### src/rtl/card_reader_pkg.sv
// constants and types shared by the card column reader control
package card_reader_pkg;

  // ---------------------------------------------------------------
  // bus identity and widths
  // ---------------------------------------------------------------
  localparam logic [6:0] DEV_NUM = 7'h4C;
  localparam int WORD_W = 36;
  localparam int STAT_W = 18;
  localparam int COL_W = 12;
  localparam int CHAR_W = 6;
  localparam int PIA_W = 3;

  // ---------------------------------------------------------------
  // control and status field positions (index in the low halfword)
  // ---------------------------------------------------------------
  localparam int POS_NOT_READY = 11;
  localparam int POS_ERROR = 10;
  localparam int POS_EOF = 9;
  localparam int POS_EOC = 8;
  localparam int POS_MISSED = 7;
  localparam int POS_ALL = 6;
  localparam int POS_MODE = 5;
  localparam int POS_BUSY = 4;
  localparam int POS_DONE = 3;
  localparam int POS_PIA = 0;

  // ---------------------------------------------------------------
  // reset values
  // ---------------------------------------------------------------
  localparam logic [PIA_W-1:0] PIA_RESET = 3'h0;
  localparam logic [WORD_W-1:0] WORD_RESET = 36'h0;
  localparam logic FLAG_RESET = 1'b0;

  // ---------------------------------------------------------------
  // card geometry and modes
  // ---------------------------------------------------------------
  localparam logic [6:0] COLS_PER_CARD = 7'h50;
  localparam logic [2:0] CHARS_PER_WORD = 3'h6;
  localparam logic [2:0] COLS_PER_BIN_WORD = 3'h3;
  localparam logic MODE_CHAR = 1'b0;
  localparam logic MODE_BIN = 1'b1;

  // ---------------------------------------------------------------
  // timing
  // ---------------------------------------------------------------
  localparam int CLK_PERIOD_NS = 100;
  localparam int REREAD_WIN_NS = 2000000;
  localparam int REREAD_WIN_CYC = REREAD_WIN_NS / CLK_PERIOD_NS;
  localparam int TIMER_W = 15;

  // ---------------------------------------------------------------
  // character codes
  // ---------------------------------------------------------------
  localparam logic [5:0] CODE_BLANK = 6'h10;
  localparam logic [5:0] CODE_ILLEGAL = 6'h00;
  localparam logic [1:0] ZONE_12 = 2'h3;
  localparam logic [1:0] ZONE_11 = 2'h2;
  localparam logic [1:0] ZONE_0 = 2'h1;
  localparam logic [1:0] ZONE_NONE = 2'h0;
  localparam logic [3:0] DIGIT_ZERO = 4'hA;
  localparam logic [3:0] DIGIT_EIGHT = 4'h8;

  typedef enum logic [0:0] {
    ST_IDLE = 1'b0,
    ST_READ = 1'b1
  } rd_state_t;

endpackage

### src/rtl/col_xlate_if.sv
// column-to-character translation signals
`timescale 1ns/1ps
`default_nettype none
interface col_xlate_if;
  logic [11:0] column;
  logic [5:0] code;
  modport user (output column, input code);
  modport xlate (input column, output code);
endinterface
`default_nettype wire

### src/rtl/col_translator.sv
// translates a 12-row card column into a 6-bit character code
`timescale 1ns/1ps
`default_nettype none
module col_translator
  import card_reader_pkg::*;
(
  col_xlate_if.xlate xl
);

  // ---------------------------------------------------------------
  // rows: column[11]=12, [10]=11, [9]=0, [8..0]=1..9
  // ---------------------------------------------------------------
  logic [2:0] zones;
  logic has8;
  logic [3:0] n_cnt;
  logic [3:0] n_val;
  logic [1:0] zc;

  always_comb begin
    zones = xl.column[11:9];
    has8 = xl.column[1];
    n_cnt = 4'h0;
    n_val = 4'h0;
    for (int k = 1; k <= 9; k++) begin
      if (k != 8 && xl.column[9 - k]) begin
        n_cnt = n_cnt + 4'h1;
        n_val = 4'(k);
      end
    end
    unique case (zones)
      3'b100: zc = ZONE_12;
      3'b010: zc = ZONE_11;
      3'b001: zc = ZONE_0;
      default: zc = ZONE_NONE;
    endcase
    xl.code = CODE_ILLEGAL;
    if (xl.column[8:0] == 9'h000) begin
      unique case (zones)
        3'b000: xl.code = CODE_BLANK;
        3'b100: xl.code = {ZONE_12, 4'h0};
        3'b010: xl.code = {ZONE_11, 4'h0};
        3'b001: xl.code = {ZONE_NONE, DIGIT_ZERO};
        3'b101: xl.code = {ZONE_12, DIGIT_ZERO};
        3'b011: xl.code = {ZONE_11, DIGIT_ZERO};
        default: xl.code = CODE_ILLEGAL;
      endcase
    end else if (zones == 3'b000 || zc != ZONE_NONE) begin
      // fixed punch-to-code table
      if (!has8 && n_cnt == 4'h1) begin
        xl.code = {zc, n_val};
      end else if (has8 && n_cnt == 4'h0) begin
        xl.code = {zc, DIGIT_EIGHT};
      end else if (has8 && n_cnt == 4'h1 && n_val >= 4'h3 &&
                   n_val <= 4'h7) begin
        xl.code = {zc, DIGIT_EIGHT + n_val};
      end else if (has8 && n_cnt == 4'h1 && n_val == 4'h2 &&
                   zc == ZONE_0) begin
        xl.code = {zc, DIGIT_EIGHT + n_val};
      end
    end
  end

endmodule
`default_nettype wire

### src/rtl/card_column_reader.sv
// control for an 80-column punched-card reader on the processor i/o bus
//
// How it works
// - translate columns in character mode, else pass
// - six characters or three columns per word
// - character words from six-column groups, fourteen words
// - binary words from three-column groups in order
// - not ready when any reader fault active, validity error only when enabled
// - error flag bit 25 on reader failure
// - end-of-file flag bit 26 from pushbutton
// - end-of-card after column 80 sets done
// - data missed when unread word overwritten
// - every-column flag raises done per column
// - mode bit: zero character, one binary
// - busy bit 31 while card being read
// - done on full word or card end
// - bits 33-35 hold interrupt channel number
// - one conditions-out starts whole 80-column read
// - final binary word holds columns 79, 80
// - conditions-out clears buffer; early one rereads
// - respond only to own device number
// - channel zero means no interrupt line
// - conditions-in returns status, data-in returns data
`timescale 1ns/1ps
`default_nettype none
module card_column_reader
  import card_reader_pkg::*;
#(
  parameter int REREAD_CYC = REREAD_WIN_CYC
) (
  input wire logic clk_sys,
  input wire logic rst_b,
  // ---------------------------------------------------------------
  // processor i/o bus
  // ---------------------------------------------------------------
  input wire logic [6:0] io_dev_num,
  input wire logic conditions_out_cmd,
  input wire logic conditions_in_cmd,
  input wire logic data_in_cmd,
  input wire logic [WORD_W-1:0] io_wdata,
  output logic [WORD_W-1:0] io_rdata,
  output logic [7:1] pi_req,
  // ---------------------------------------------------------------
  // reader mechanism
  // ---------------------------------------------------------------
  input wire logic col_strobe,
  input wire logic [COL_W-1:0] col_data,
  input wire logic rdr_power_off,
  input wire logic rdr_validity_en,
  input wire logic rdr_validity_err,
  input wire logic rdr_jam,
  input wire logic rdr_stacker_full,
  input wire logic rdr_hopper_empty,
  input wire logic rdr_covers_open,
  input wire logic rdr_start_off,
  input wire logic rdr_read_fault,
  input wire logic rdr_fail,
  input wire logic rdr_eof_button,
  output logic rdr_run,
  output logic rdr_reread_first
);

  // ---------------------------------------------------------------
  // state
  // ---------------------------------------------------------------
  typedef struct packed {
    rd_state_t st;
    logic all_col;
    logic mode;
    logic [PIA_W-1:0] pia;
    logic done;
    logic eoc;
    logic missed;
    logic error;
    logic eof;
    logic [6:0] col_cnt;
    logic [2:0] in_word;
    logic [WORD_W-1:0] asm_word;
    logic [WORD_W-1:0] buf_word;
    logic [WORD_W-1:0] rd_data;
    logic reread;
    logic [TIMER_W-1:0] timer;
  } cr_state_t;

  localparam cr_state_t STATE_RESET = '{
    st: ST_IDLE,
    all_col: FLAG_RESET,
    mode: MODE_CHAR,
    pia: PIA_RESET,
    done: FLAG_RESET,
    eoc: FLAG_RESET,
    missed: FLAG_RESET,
    error: FLAG_RESET,
    eof: FLAG_RESET,
    col_cnt: 7'h00,
    in_word: 3'h0,
    asm_word: WORD_RESET,
    buf_word: WORD_RESET,
    rd_data: WORD_RESET,
    reread: FLAG_RESET,
    timer: '0
  };

  localparam logic [TIMER_W-1:0] WIN = TIMER_W'(REREAD_CYC);

  cr_state_t s;
  cr_state_t next_s;

  logic sel;
  logic busy;
  logic not_ready;
  logic [STAT_W-1:0] status;
  logic [WORD_W-1:0] next_asm;
  logic word_full;
  logic last_col;
  logic push;

  col_xlate_if xl ();

  col_translator u_xlate (
    .xl(xl.xlate)
  );

  assign xl.column = col_data;

  // ---------------------------------------------------------------
  // status word
  // ---------------------------------------------------------------
  always_comb begin
    sel = (io_dev_num == DEV_NUM);
    busy = (s.st == ST_READ);
    not_ready = rdr_power_off | (rdr_validity_en & rdr_validity_err) |
                rdr_jam | rdr_stacker_full | rdr_hopper_empty |
                rdr_covers_open | rdr_start_off | rdr_read_fault;
    status = '0;
    status[POS_NOT_READY] = not_ready;
    status[POS_ERROR] = s.error;
    status[POS_EOF] = s.eof;
    status[POS_EOC] = s.eoc;
    status[POS_MISSED] = s.missed;
    status[POS_ALL] = s.all_col;
    status[POS_MODE] = s.mode;
    status[POS_BUSY] = busy;
    status[POS_DONE] = s.done;
    status[POS_PIA +: PIA_W] = s.pia;
  end

  // ---------------------------------------------------------------
  // next state
  // ---------------------------------------------------------------
  always_comb begin
    next_s = s;
    next_s.rd_data = WORD_RESET;
    next_s.reread = 1'b0;
    next_asm = s.asm_word;
    word_full = 1'b0;
    last_col = 1'b0;
    push = 1'b0;
    if (s.timer < WIN) begin
      next_s.timer = s.timer + TIMER_W'(1);
    end

    if (rdr_fail) begin
      next_s.error = 1'b1;
    end
    if (rdr_eof_button) begin
      next_s.eof = 1'b1;
    end

    if (sel && conditions_in_cmd) begin
      next_s.rd_data = {{(WORD_W-STAT_W){1'b0}}, status};
    end
    if (sel && data_in_cmd) begin
      next_s.rd_data = s.buf_word;
      next_s.done = 1'b0;
      next_s.missed = 1'b0;
    end

    // column arrival; a set here wins over a data-in clear
    if (busy && col_strobe) begin
      if (s.mode == MODE_BIN) begin
        next_asm = {s.asm_word[WORD_W-COL_W-1:0], col_data};
        word_full = (s.in_word + 3'h1) == COLS_PER_BIN_WORD;
      end else begin
        next_asm = {s.asm_word[WORD_W-CHAR_W-1:0], xl.code};
        word_full = (s.in_word + 3'h1) == CHARS_PER_WORD;
      end
      next_s.col_cnt = s.col_cnt + 7'h01;
      last_col = next_s.col_cnt == COLS_PER_CARD;
      push = word_full | last_col | s.all_col;
      next_s.in_word = word_full ? 3'h0 : s.in_word + 3'h1;
      next_s.asm_word = (word_full | last_col) ? WORD_RESET : next_asm;
      if (push) begin
        // partial last word stays right-adjusted
        next_s.buf_word = next_asm;
        next_s.done = 1'b1;
        if (s.done && !(sel && data_in_cmd)) begin
          next_s.missed = 1'b1;
        end
      end
      if (last_col) begin
        next_s.eoc = 1'b1;
        next_s.done = 1'b1;
        next_s.st = ST_IDLE;
      end
    end

    // conditions-out reloads control and clears the card state; only an early one while busy rereads from the first column
    if (sel && conditions_out_cmd) begin
      next_s.all_col = io_wdata[POS_ALL];
      next_s.mode = io_wdata[POS_MODE];
      next_s.pia = io_wdata[POS_PIA +: PIA_W];
      next_s.st = io_wdata[POS_BUSY] ? ST_READ : ST_IDLE;
      next_s.done = 1'b0;
      next_s.eoc = 1'b0;
      next_s.missed = 1'b0;
      next_s.error = rdr_fail;
      next_s.eof = rdr_eof_button;
      next_s.col_cnt = 7'h00;
      next_s.in_word = 3'h0;
      next_s.asm_word = WORD_RESET;
      next_s.buf_word = WORD_RESET;
      next_s.reread = busy && (s.timer < WIN);
      next_s.timer = '0;
    end
  end

  // ---------------------------------------------------------------
  // registers
  // ---------------------------------------------------------------
  always_ff @(posedge clk_sys) begin
    if (!rst_b) begin
      s <= STATE_RESET;
    end else begin
      s <= next_s;
    end
  end

  // ---------------------------------------------------------------
  // outputs
  // ---------------------------------------------------------------
  always_comb begin
    for (int i = 1; i <= 7; i++) begin
      pi_req[i] = s.done && (s.pia == PIA_W'(i));
    end
  end

  assign io_rdata = s.rd_data;
  assign rdr_run = busy;
  assign rdr_reread_first = s.reread;

endmodule
`default_nettype wire

### config.mk
export PLATFORM = sky130hd
export DESIGN_NAME = card_column_reader
export DESIGN_NICKNAME = d
export VERILOG_FILES = /design/src/rtl/card_reader_pkg.sv /design/src/rtl/col_xlate_if.sv /design/src/rtl/col_translator.sv /design/src/rtl/card_column_reader.sv
export SDC_FILE = /design/constraint.sdc
export NUM_CORES = 1
export LEC_CHECK = 0
export BUFFER_PORTS_ARGS = -buffer_cell sky130_fd_sc_hd__buf_2
export CORE_ASPECT_RATIO = 2
export CORE_MARGIN = 8
export CORE_UTILIZATION = 40
export CTS_BUF_LIST = sky130_fd_sc_hd__clkbuf_8
export DETAILED_ROUTE_END_ITERATION = 6
export GPL_TIMING_DRIVEN = 0
export SLEW_MARGIN = 20
export SYNTH_ARGS = -nofsm -noshare
export SYNTH_HDL_FRONTEND = slang
export SYNTH_SLANG_ARGS = --single-unit
### constraint.sdc
create_clock -name clk_sys -period 5.6 [get_ports clk_sys]
set_input_delay 0 -clock clk_sys [delete_from_list [all_inputs] [get_ports clk_sys]]
set_output_delay 0 -clock clk_sys [all_outputs]
set_load 0.01 [all_outputs]
==> results of run 1 <==
==> sequential cells by signal (all words and copies together), names as in the netlist <==
register          flops
io_rdata             36
rdr_reread_first      1
rdr_run               1
s                   101
==> per-layer routing <==
metal | routed length [um] | up-vias | share of wire | GRT usage
li1 | - | 2719 | - | -
met1 | 5999 | 2417 | 0.36 | 0.1492
met2 | 8985 | 136 | 0.55 | 0.2987
met3 | 845 | 38 | 0.051 | 0.03991
met4 | 605 | 0 | 0.037 | 0.08609
met5 | 0 | - | 0 | 0
==> worst min-delay path, stage by stage <==
cell,delay (ps)
buf_2,140
nand2_1,90
nor3b_1,60
a22o_1,170
==> repair_timing <==
item                                   in CTS  in global routing
buffers inserted                            0                  0
endpoints found under the hold margin      12                  0
hold buffers                               15                  0
==> logic make-up after synthesis <==
group,after synthesis
simple gates,280
flops,139
compound gates,132
buf+inv,89
xor+xnor,37
mux,34
fa+ha+maj,13
==> path summary, 6_finish.rpt <==
path                                   from           to  slack (ps)
worst min-delay path                  rst_b  io_rdata[0]          50
worst max register to register       s[129]        s[86]        2570
worst max-delay path            col_data[8]        s[93]        1560
worst min register to register        s[65]        s[65]         450
==> synth_stat cells, drive strengths merged (6+ instances only) <==
cell    instances
clkbuf         39
nor3b           6
o31ai          10
xnor2          19
nand2          86
nand3          17
and2           28
nand4           7
xor2           14
dfxtp         139
mux2           27
mux2i           7
nor2           88
inv             9
o21ai           7
nor3           10
a22o           19
ha             12
buf            41
a211oi          8
nand2b          7
a22oi          24
and3           11
a21oi          41
==> through the flow <==
stage	cell area (um^2)	total power, W
after floorplan	6444	0.001197
after CTS	7640	0.002044
final	7645	0.002025
after global placement	7106	0.001254
after detailed placement	7106	0.001257
after global routing	7645	0.002115
==> where the power goes <==
part	internal (W)	total, W	switching [W]
sequential	0.000991	0.000994	0.00000293
combinational	0.000114	0.000249	0.000135
clock	0.000332	0.000782	0.000450
total	0.00144	0.00202	0.000588
==> cells in the final DEF, fill, tap and decap left out, types with 19 or more instances in the layout <==
cell type,instances
dfxtp_1,139
nor2_1,88
nand2_1,86
buf_2,82
a21oi_1,41
clkbuf_1,39
buf_4,36
and2_1,28
mux2_2,26
a22oi_1,24
a22o_1,19
==> final cells by class <==
type                    count  area share
repair buffers             97     0.07332
plain buffers              80     0.05696
clock buffers              17     0.03061
multi-input cells         496      0.4182
clock inverters            15     0.01964
well taps                 201     0.03290
inverters                   9    0.004419
flip-flops and latches    139      0.3640
==> out/results.ini, run 1 <==
[drt]
vias=5310
wl_per_cell_um=15.59
wl_um=16440
drtIter0Drc=195
drt_pass1_iterations=4
drtAntennaViolNets=0
drc=0
viasPerCell=5.038

[worst_setup_path]
cp.buffers_inverters=2
cp_top_family=adder cells
slowest_delay_ps=360
crit_type=input pin to register
path_common_cell=ha_1
crit_path_top_delay_cell=ha_1
cp.required_ps=5990
crit_cells=18
ff2ff_path_depth=8
crit_chain=buf_2 > inv_1 > ha_1 > xor2_1 > ha_1 > mux2_2 > ha_1 > nor2b_1 > nor3_1 > ha_1 > mux2_2 > ha_1 > a22o_1 > ha_1 > o32ai_1 > and2_1 > o2bb2ai_1 > a32o_1
worst-path-max-fanout=5
worstPathArrival_ps=4430
startpoint_type=input pin
critPathCaptureType=register

[logic_synthesis]
synth_flop_cell=dfxtp_1
syn_nets=808
synth_top_area_frac=0.4318
ys_types=61
synth_edf_count=0
yosys-top-cells-area=dfxtp_1 43%, nor2_1 5.1%, nand2_1 5.0%
yosysWarnings=0
avgSynthCellArea_um2=8.900
synth-compound-area-share=0.1452
synth_xor_area_frac=0.06214
synthSimpleGateAreaFrac=0.2045
synth_area_leader_cell=dfxtp_1
synthCells=724
seq_area_frac_synth=0.4318
synthMuxAreaShare=0.05864
syn_area_um2=6444
synth_fa_ha_area_frac=0.02485
synth_top_family_by_area=simple AND/OR/NAND/NOR gates
synthArstFlopShare=0
ys_ff_latch=139

[clock_tree]
clk-insertion-delay-late_ps=450
htree_num_levels=4
cts_buffers=17
clock_tree.root_cell=clkbuf_8
cts_sinks=139
path_clk_slew_ps=90
cts_max_path_buffers=2
cts_tree=done
ctsResizeCount=0

[sta]
layout_setup_ws_ps=1558
fin_crit_ps=4042
tightestPinTransition_ps=920.2
grt_setup_unrepaired=no
setup_tns_ps=0
finalSetupViolCount=0
post-route-period-util=0.7218
hold_ws_ps=49.22
fmax_ghz=0.2474
relSlewSlack=0.3865
skew_ps=13.87
hold_viol_final=0
slew_viol_final=0

[die]
rows=65
ios=117
die_w_um=105.7
start_util=0.4084
core_area_um2=15780
die_h_um=195.5
die_area_um2=20670

[run_status]
status=finished clean

[cells_and_area]
antennaDiodeCount=0
fill_cells=1581
finish.utilization=0.4845
regArea_um2=2783
final_layout_size_suffix_gt1_frac=0.2204
synthToLayoutAreaGrowth_pct=18.64
final_cells=1054
multiInputGateArea_um2=3197
final_nets=924

[hold_path]
hold_class=input pin to register
holdPathStages=4

[grt]
grt_max_degree=17
grt_pass1_vias=5311
grt_pass1_wl_um=26200
grt_usage=0.1582
antenna_found_initial=0
grt_overflow=0

[job]
max_cap_viol_count=0

[place]
post-place-cells=1007
place_congestion=0.8725
port_buffers=82
dp_slack_ps=1094
hpwl_um=12620

[pwr]
leakage_nw=3.103
vdd.ir_drop.worst_mv=0.1496
p_per_area_nw_per_um2=264.8

Power figures use the tool's default switching activity.
==> inputs of run 2 (changes only) <==
- ABC_AREA: not set -> 1
- clock period: 5.6 -> 3.6 ns (I/O delays scaled with it)
==> run 2 against run 1 <==
Clock power up 76%; via count up 19%; total power up 71%; sequential share of layout area down 3.7 points; highest routed layer unchanged; synthesized cell count up 25%; synthesized area up 1.9%; clock-buffer cell count unchanged; sequential cell count unchanged; critical endpoint is now s[56]; global-route usage up 2.5 points; die area up 1.7%; first-iteration DRC count up 49%; worst hold slack about the same.
==> out/results.ini, run 2 <==
[run_status]
status=finished clean

[clock_tree]
cts_tree=done
htree_num_levels=4  ; unchanged
cts_buffers=17  ; unchanged
path_clk_slew_ps=80  ; about the same
clock_tree.root_cell=clkbuf_8
cts_sinks=139  ; unchanged
clk-insertion-delay-late_ps=450  ; about the same
cts_max_path_buffers=2  ; unchanged

[logic_synthesis]
yosys-top-cells-area=dfxtp_1 42%, nand2_1 11%, inv_1 6.4%
synthArstFlopShare=0  ; unchanged
synth_edf_count=0  ; unchanged
synth_common_cells=189 x nand2_1, 139 x dfxtp_1, 112 x inv_1
avgSynthCellArea_um2=7.250  ; -19%
ys_types=42  ; -31%
synth_area_leader_cell=dfxtp_1
yosysMostFrequentCell=nand2_1
syn_nets=990  ; +23%
seq_area_frac_synth=0.4236  ; -0.008226
synthCells=906  ; +25%
ys_ff_latch=139  ; unchanged
synth_top_area_frac=0.4236  ; -0.008226
yosysWarnings=0  ; unchanged
syn_area_um2=6569  ; +1.9%
synth_flop_cell=dfxtp_1

[cells_and_area]
finish.utilization=0.5265  ; +0.04198
final_cells=1285  ; +22%
final_cell_mix=167 x nand2_1, 139 x dfxtp_1, 105 x inv_1, 84 x buf_2, 80 x buf_4
synthToLayoutAreaGrowth_pct=29.73
antennaDiodeCount=0  ; unchanged
final_common_cell=nand2_1
stdcell_area_um2=8522  ; +11%
final_layout_size_suffix_gt1_frac=0.2821  ; +0.06175
regMostFlops=s
fill_cells=1613  ; +2.0%
largest_reg_flops=101  ; unchanged
final_nets=1152  ; +25%

[worst_setup_path]
worst-path-max-fanout=4  ; -1
worstPathArrival_ps=3830  ; -600 ps
worstReg2RegEnd=s[81]
crit_type=input pin to register
rrSetupSlack_ps=790  ; -1780 ps
startpoint_type=input pin
path_common_cell=nand2_4
ff2ff_path_depth=12  ; +4
cp.required_ps=3920  ; -2070 ps
critPathCaptureType=register
slowest_delay_ps=270  ; -90 ps
crit_path_top_delay_cell=ha_4
rr_startpoint=s[127]

[pwr]
leakage_nw=3.569  ; +15%
vdd.ir_drop.worst_mv=0.2036  ; +36%
p_per_area_nw_per_um2=407.3  ; +54%

[drt]
drtAntennaViolNets=0  ; unchanged
viasPerCell=4.913  ; -2.5%
drt_pass1_iterations=5  ; +1
drc=0  ; unchanged
vias=6313  ; +19%
drtIter0Drc=291  ; +49%
wl_um=19300  ; +17%
wl_per_cell_um=15.02  ; -3.7%

[sta]
relSlewSlack=0.3608  ; -0.02572
fmax_ghz=0.2855
hold_viol_final=0  ; unchanged
skew_ps=10.92  ; -2.948 ps
slew_viol_final=0  ; unchanged
fin_crit_ps=3503
hold_ws_ps=48.73  ; -0.4911 ps
tightestPinTransition_ps=950.1  ; +29.82 ps
setup_tns_ps=0  ; unchanged
post-route-period-util=0.9730
finalSetupViolCount=0  ; unchanged

[die]
ios=117  ; unchanged
die_h_um=197.2  ; +0.89%
die_area_um2=21030  ; +1.7%
die_w_um=106.6  ; +0.82%
rows=66  ; +1.5%
core_area_um2=16190  ; +2.6%
start_util=0.4058  ; -0.002562

[place]
place_area_um2=7303  ; +2.8%
hpwl_um=13970  ; +11%
post-place-cells=1194  ; +19%
port_buffers=84  ; +2.4%
place_congestion=0.8873  ; +1.7%

[grt]
grt_usage=0.1832  ; +0.02507
antenna_found_initial=0  ; unchanged
grt_max_degree=17  ; unchanged
grt_pass1_wl_um=30650  ; +17%
grt_overflow=0  ; unchanged
grt_pass1_vias=6487  ; +22%

[hold_path]
hold_class=input pin to register
hold_path.startpoint=col_data[11]
holdPathEnd=s[99]
holdPathStages=5  ; +1

[job]
max_cap_viol_count=0  ; unchanged

-- run 2: cell count changes after synthesis, sizes merged, moves of 27 or more --
cell | previous run | this run
nand2 | 86 | 209
inv | 9 | 117
o21ai | 7 | 83
a21oi | 41 | 81
nand3 | 17 | 46
and2 | 28 | 0
mux2 | 27 | 0
-- run 2: metal layers --
| metal | vias up | track usage | share of wire |
|---|---|---|---|
| met5 | - | 0 | 0 |
| met2 | 135 | 0.3649 | 0.57 |
| met3 | 55 | 0.03170 | 0.034 |
| met1 | 2925 | 0.1626 | 0.36 |
| met4 | 0 | 0.1087 | 0.041 |
| li1 | 3198 | - | - |
-- run 2: critical path, delay by kind of cell --
| family | cells | cell delay [ps] |
|---|---|---|
| and+or+nand+nor | 19 | 1900 |
| adders and majority gates | 6 | 1330 |
| buffers and inverters | 6 | 330 |
| xor gates and xnor gates | 1 | 190 |
| AOI/OAI and AO/OA | 1 | 50 |
-- run 2: worst max-delay path by stage --
| stage | end | depth (start not counted) | slack, ps | from |
|---|---|---|---|---|
| after floorplan | s[56] | 32 | -110 | col_data[8] |
| after global placement | s[56] | 34 | -740 | col_data[8] |
| after detailed placement | s[90] | 33 | -780 | col_data[8] |
| after CTS | s[90] | 32 | 0.7 | col_data[8] |
| after global routing | s[56] | 35 | -40 | col_data[8] |
| final | s[56] | 33 | 100 | col_data[8] |
-- run 2: timing repair --
action | 4_1_cts | 5_1_grt
hold buffers | 15 | 0
buffers inserted | 43 | 5
endpoints found under the setup margin | 12 | 12
hold endpoints to repair | 12 | 0
gates resized for setup | 31 | 44
pin swaps | 21 | 24
-- run 2: power by group --
| group | switching, W | internal, W |
|---|---|---|
| Sequential | 0.00000298 | 0.00154 |
| Combinational | 0.000296 | 0.000253 |
| Clock | 0.000623 | 0.000755 |
| Total | 0.000922 | 0.00255 |
-- run 2: kinds of logic (layout without fill, tap and decap cells) --
| group | count (synthesis) | after routing | synth area share |
|---|---|---|---|
| flops | 139 | 139 | 0.4236 |
| compound gates | 192 | 192 | 0.1549 |
| simple gates | 363 | 363 | 0.2526 |
| xor+xnor | 8 | 8 | 0.01181 |
| buf+inv | 192 | 367 | 0.1343 |
| fa+ha+maj | 12 | 12 | 0.02286 |
-- run 2: through the flow --
stage	setup WS [ps]	power (W)
2_1_floorplan	-105.2	0.001820
3_3_place_gp	-744.9	0.001910
3_5_place_dp	-782.5	0.001912
4_1_cts	0.6715	0.003415
5_1_grt	-43.35	0.003600
6_report	97.31	0.003471
-- run 2: cell type report --
class / count / area [um^2] / area share
clock inverters: 15 / 197.7 / 0.02320
inverters: 119 / 469.2 / 0.05506
repair buffers: 143 / 937.1 / 0.1100
multi-input cells: 575 / 3211 / 0.3767
clock buffers: 17 / 234.0 / 0.02746
flip-flops and latches: 139 / 2783 / 0.3265
plain buffers: 73 / 435.4 / 0.05109
well taps: 204 / 255.2 / 0.02995
==> inputs of run 3 (changes only) <==
- PLACE_DENSITY: not set -> 0.58
- clock period: 3.6 -> 4.2 ns (I/O delays scaled with it)
==> run 3 against run 2 <==
Worst hold slack lost 26 ps; critical path type unchanged; routed wire length down 7.1%; core utilization shrank 3.2 points.
==> out/results.ini, run 3 (synthesized netlist as in run 2, its figures left out) <==
[cells_and_area]
multiInputGateArea_um2=3002  ; -6.5%
stdcell_area_um2=8004  ; -6.1%
largest_reg_flops=101  ; unchanged
regMostFlops=s
final_common_cell=nand2_1
final_cells=1242  ; -3.3%
final_cell_mix=180 x nand2_1, 139 x dfxtp_1, 109 x inv_1, 85 x buf_2, 78 x a21oi_1
fill_cells=1727  ; +7.1%
synthToLayoutAreaGrowth_pct=21.85
final_nets=1110  ; -3.6%
final_layout_size_suffix_gt1_frac=0.2197  ; -0.06249
antennaDiodeCount=0  ; unchanged
regArea_um2=2783  ; unchanged

[worst_setup_path]
crit_path_top_delay_cell=or2_2
crit_type=input pin to register
worstPathArrival_ps=4240  ; +410 ps
startpoint_type=input pin
worst-path-max-fanout=4  ; unchanged
cp.required_ps=4600  ; +680 ps
critPathCaptureType=register
slowest_delay_ps=300  ; +30 ps
path_common_cell=nand2_1

[drt]
drtIter0Drc=202  ; -31%
drtAntennaViolNets=0  ; unchanged
drt_pass1_iterations=4  ; -1
vias=6051  ; -4.2%
drc=0  ; unchanged
viasPerCell=4.872  ; -0.83%
wl_um=17930  ; -7.1%
wl_per_cell_um=14.43  ; -3.9%

[place]
post-place-cells=1194  ; unchanged
dp_slack_ps=-520.4  ; +262.1 ps
place_congestion=0.8930  ; +0.64%
hpwl_um=14010  ; +0.24%
place_area_um2=7244  ; -0.81%
port_buffers=84  ; unchanged

[sta]
fin_crit_ps=3836
fmax_ghz=0.2607
post-route-period-util=0.9133
skew_ps=12.35  ; +1.429 ps
hold_viol_final=0  ; unchanged
tightestPinTransition_ps=875.6  ; -74.43 ps
grt_setup_unrepaired=no
setup_tns_ps=0  ; unchanged
hold_ws_ps=22.74  ; -25.99 ps
finalSetupViolCount=0  ; unchanged
slew_viol_final=0  ; unchanged
layout_setup_ws_ps=364.2  ; +266.9 ps
relSlewSlack=0.4109  ; +0.05007

[job]
max_cap_viol_count=0  ; unchanged

[die]
ios=117  ; unchanged
die_area_um2=21030  ; unchanged
core_area_um2=16190  ; unchanged
die_h_um=197.2  ; unchanged
rows=66  ; unchanged
start_util=0.4058  ; unchanged
die_w_um=106.6  ; unchanged

[grt]
grt_overflow=0  ; unchanged
grt_usage=0.1763  ; -0.006953
grt_pass1_vias=6207  ; -4.3%
grt_pass1_wl_um=29120  ; -5.0%
antenna_found_initial=0  ; unchanged
grt_max_degree=17  ; unchanged

[clock_tree]
clock_tree.root_cell=clkbuf_8
path_clk_slew_ps=80  ; about the same
cts_max_path_buffers=2  ; unchanged
clk-insertion-delay-late_ps=460  ; about the same
htree_num_levels=4  ; unchanged
cts_buffers=17  ; unchanged
cts_sinks=139  ; unchanged
cts_tree=done

[pwr]
p_per_area_nw_per_um2=372.0  ; -8.7%
leakage_nw=3.322  ; -6.9%
vdd.ir_drop.worst_mv=0.1776  ; -13%

[hold_path]
hold_class=input pin to register

[run_status]
status=finished clean

-- run 3: cell types whose count changed in the layout (fill, tap and decap cells not counted), moves of 4 or more --
cell / previous run / this run
inv_1: 105 / 109
inv_4: 4 / 0
buf_4: 80 / 42
ha_1: 5 / 10
nand2_1: 167 / 180
nand3_1: 27 / 31
ha_4: 6 / 2
nand2_4: 18 / 7
-- run 3: where the power goes --
part | internal (W) | leakage (nW) | switching (W) | total, W
clock | 0.000835 | 0.248 | 0.000521 | 0.00136
combinational | 0.000113 | 1.95 | 0.000184 | 0.000297
sequential | 0.00132 | 1.12 | 0.00000262 | 0.00132
total | 0.00227 | 3.32 | 0.000708 | 0.00298
-- run 3: worst max-delay path, delay by kind of cell --
| family | cells | cell delay, ps |
|---|---|---|
| AO/OA/AOI/OAI | 3 | 300 |
| adder cells (fa/ha/maj) | 6 | 1530 |
| buffers and inverters | 6 | 410 |
| AND/OR/NAND/NOR | 18 | 1970 |
-- run 3: final timing paths --
path | start | endpoint | slack [ps] | cells past startpoint
max | col_data[7] | s[90] | 360 | 33
min | rst_b | s[134] | 20 | 3
max reg2reg | s[127] | s[80] | 1390 | 12
min reg2reg | s[84] | io_rdata[32] | 420 | 2
-- run 3: metrics by stage --
stage,utilization,total power (W)
after floorplan,-,0.001543
after global placement,0.4476,0.001619
after detailed placement,0.4476,0.001621
after CTS,0.4884,0.002978
after global routing,0.4945,0.003096
final,0.4945,0.002977
-- run 3: timing repair --
| action | 4_1_cts | 5_1_grt |
|---|---|---|
| pin swaps | 0 | 10 |
| setup buffers | 0 | 2 |
| hold endpoints to repair | 12 | 0 |
| hold buffers | 15 | 0 |
| endpoints found under the setup margin | 3 | 12 |
| gates resized for setup | 2 | 26 |
-- run 3: cell type report --
class | instances | share of cell area
multi-input combinational | 575 | 0.3750
buffer | 73 | 0.05440
sequential | 139 | 0.3477
clock buffer | 18 | 0.03095
inverter | 119 | 0.05581
timing repair buffer | 101 | 0.07347
tap | 204 | 0.03189
clock inverter | 13 | 0.03080
-- run 3: layer usage --
metal / up-vias / share of wire / track usage
li1: 3099 / - / -
met1: 2736 / 0.35 / 0.1482
met2: 156 / 0.55 / 0.3482
met3: 60 / 0.044 / 0.03627
met4: 0 / 0.052 / 0.1234
met5: - / 0 / 0
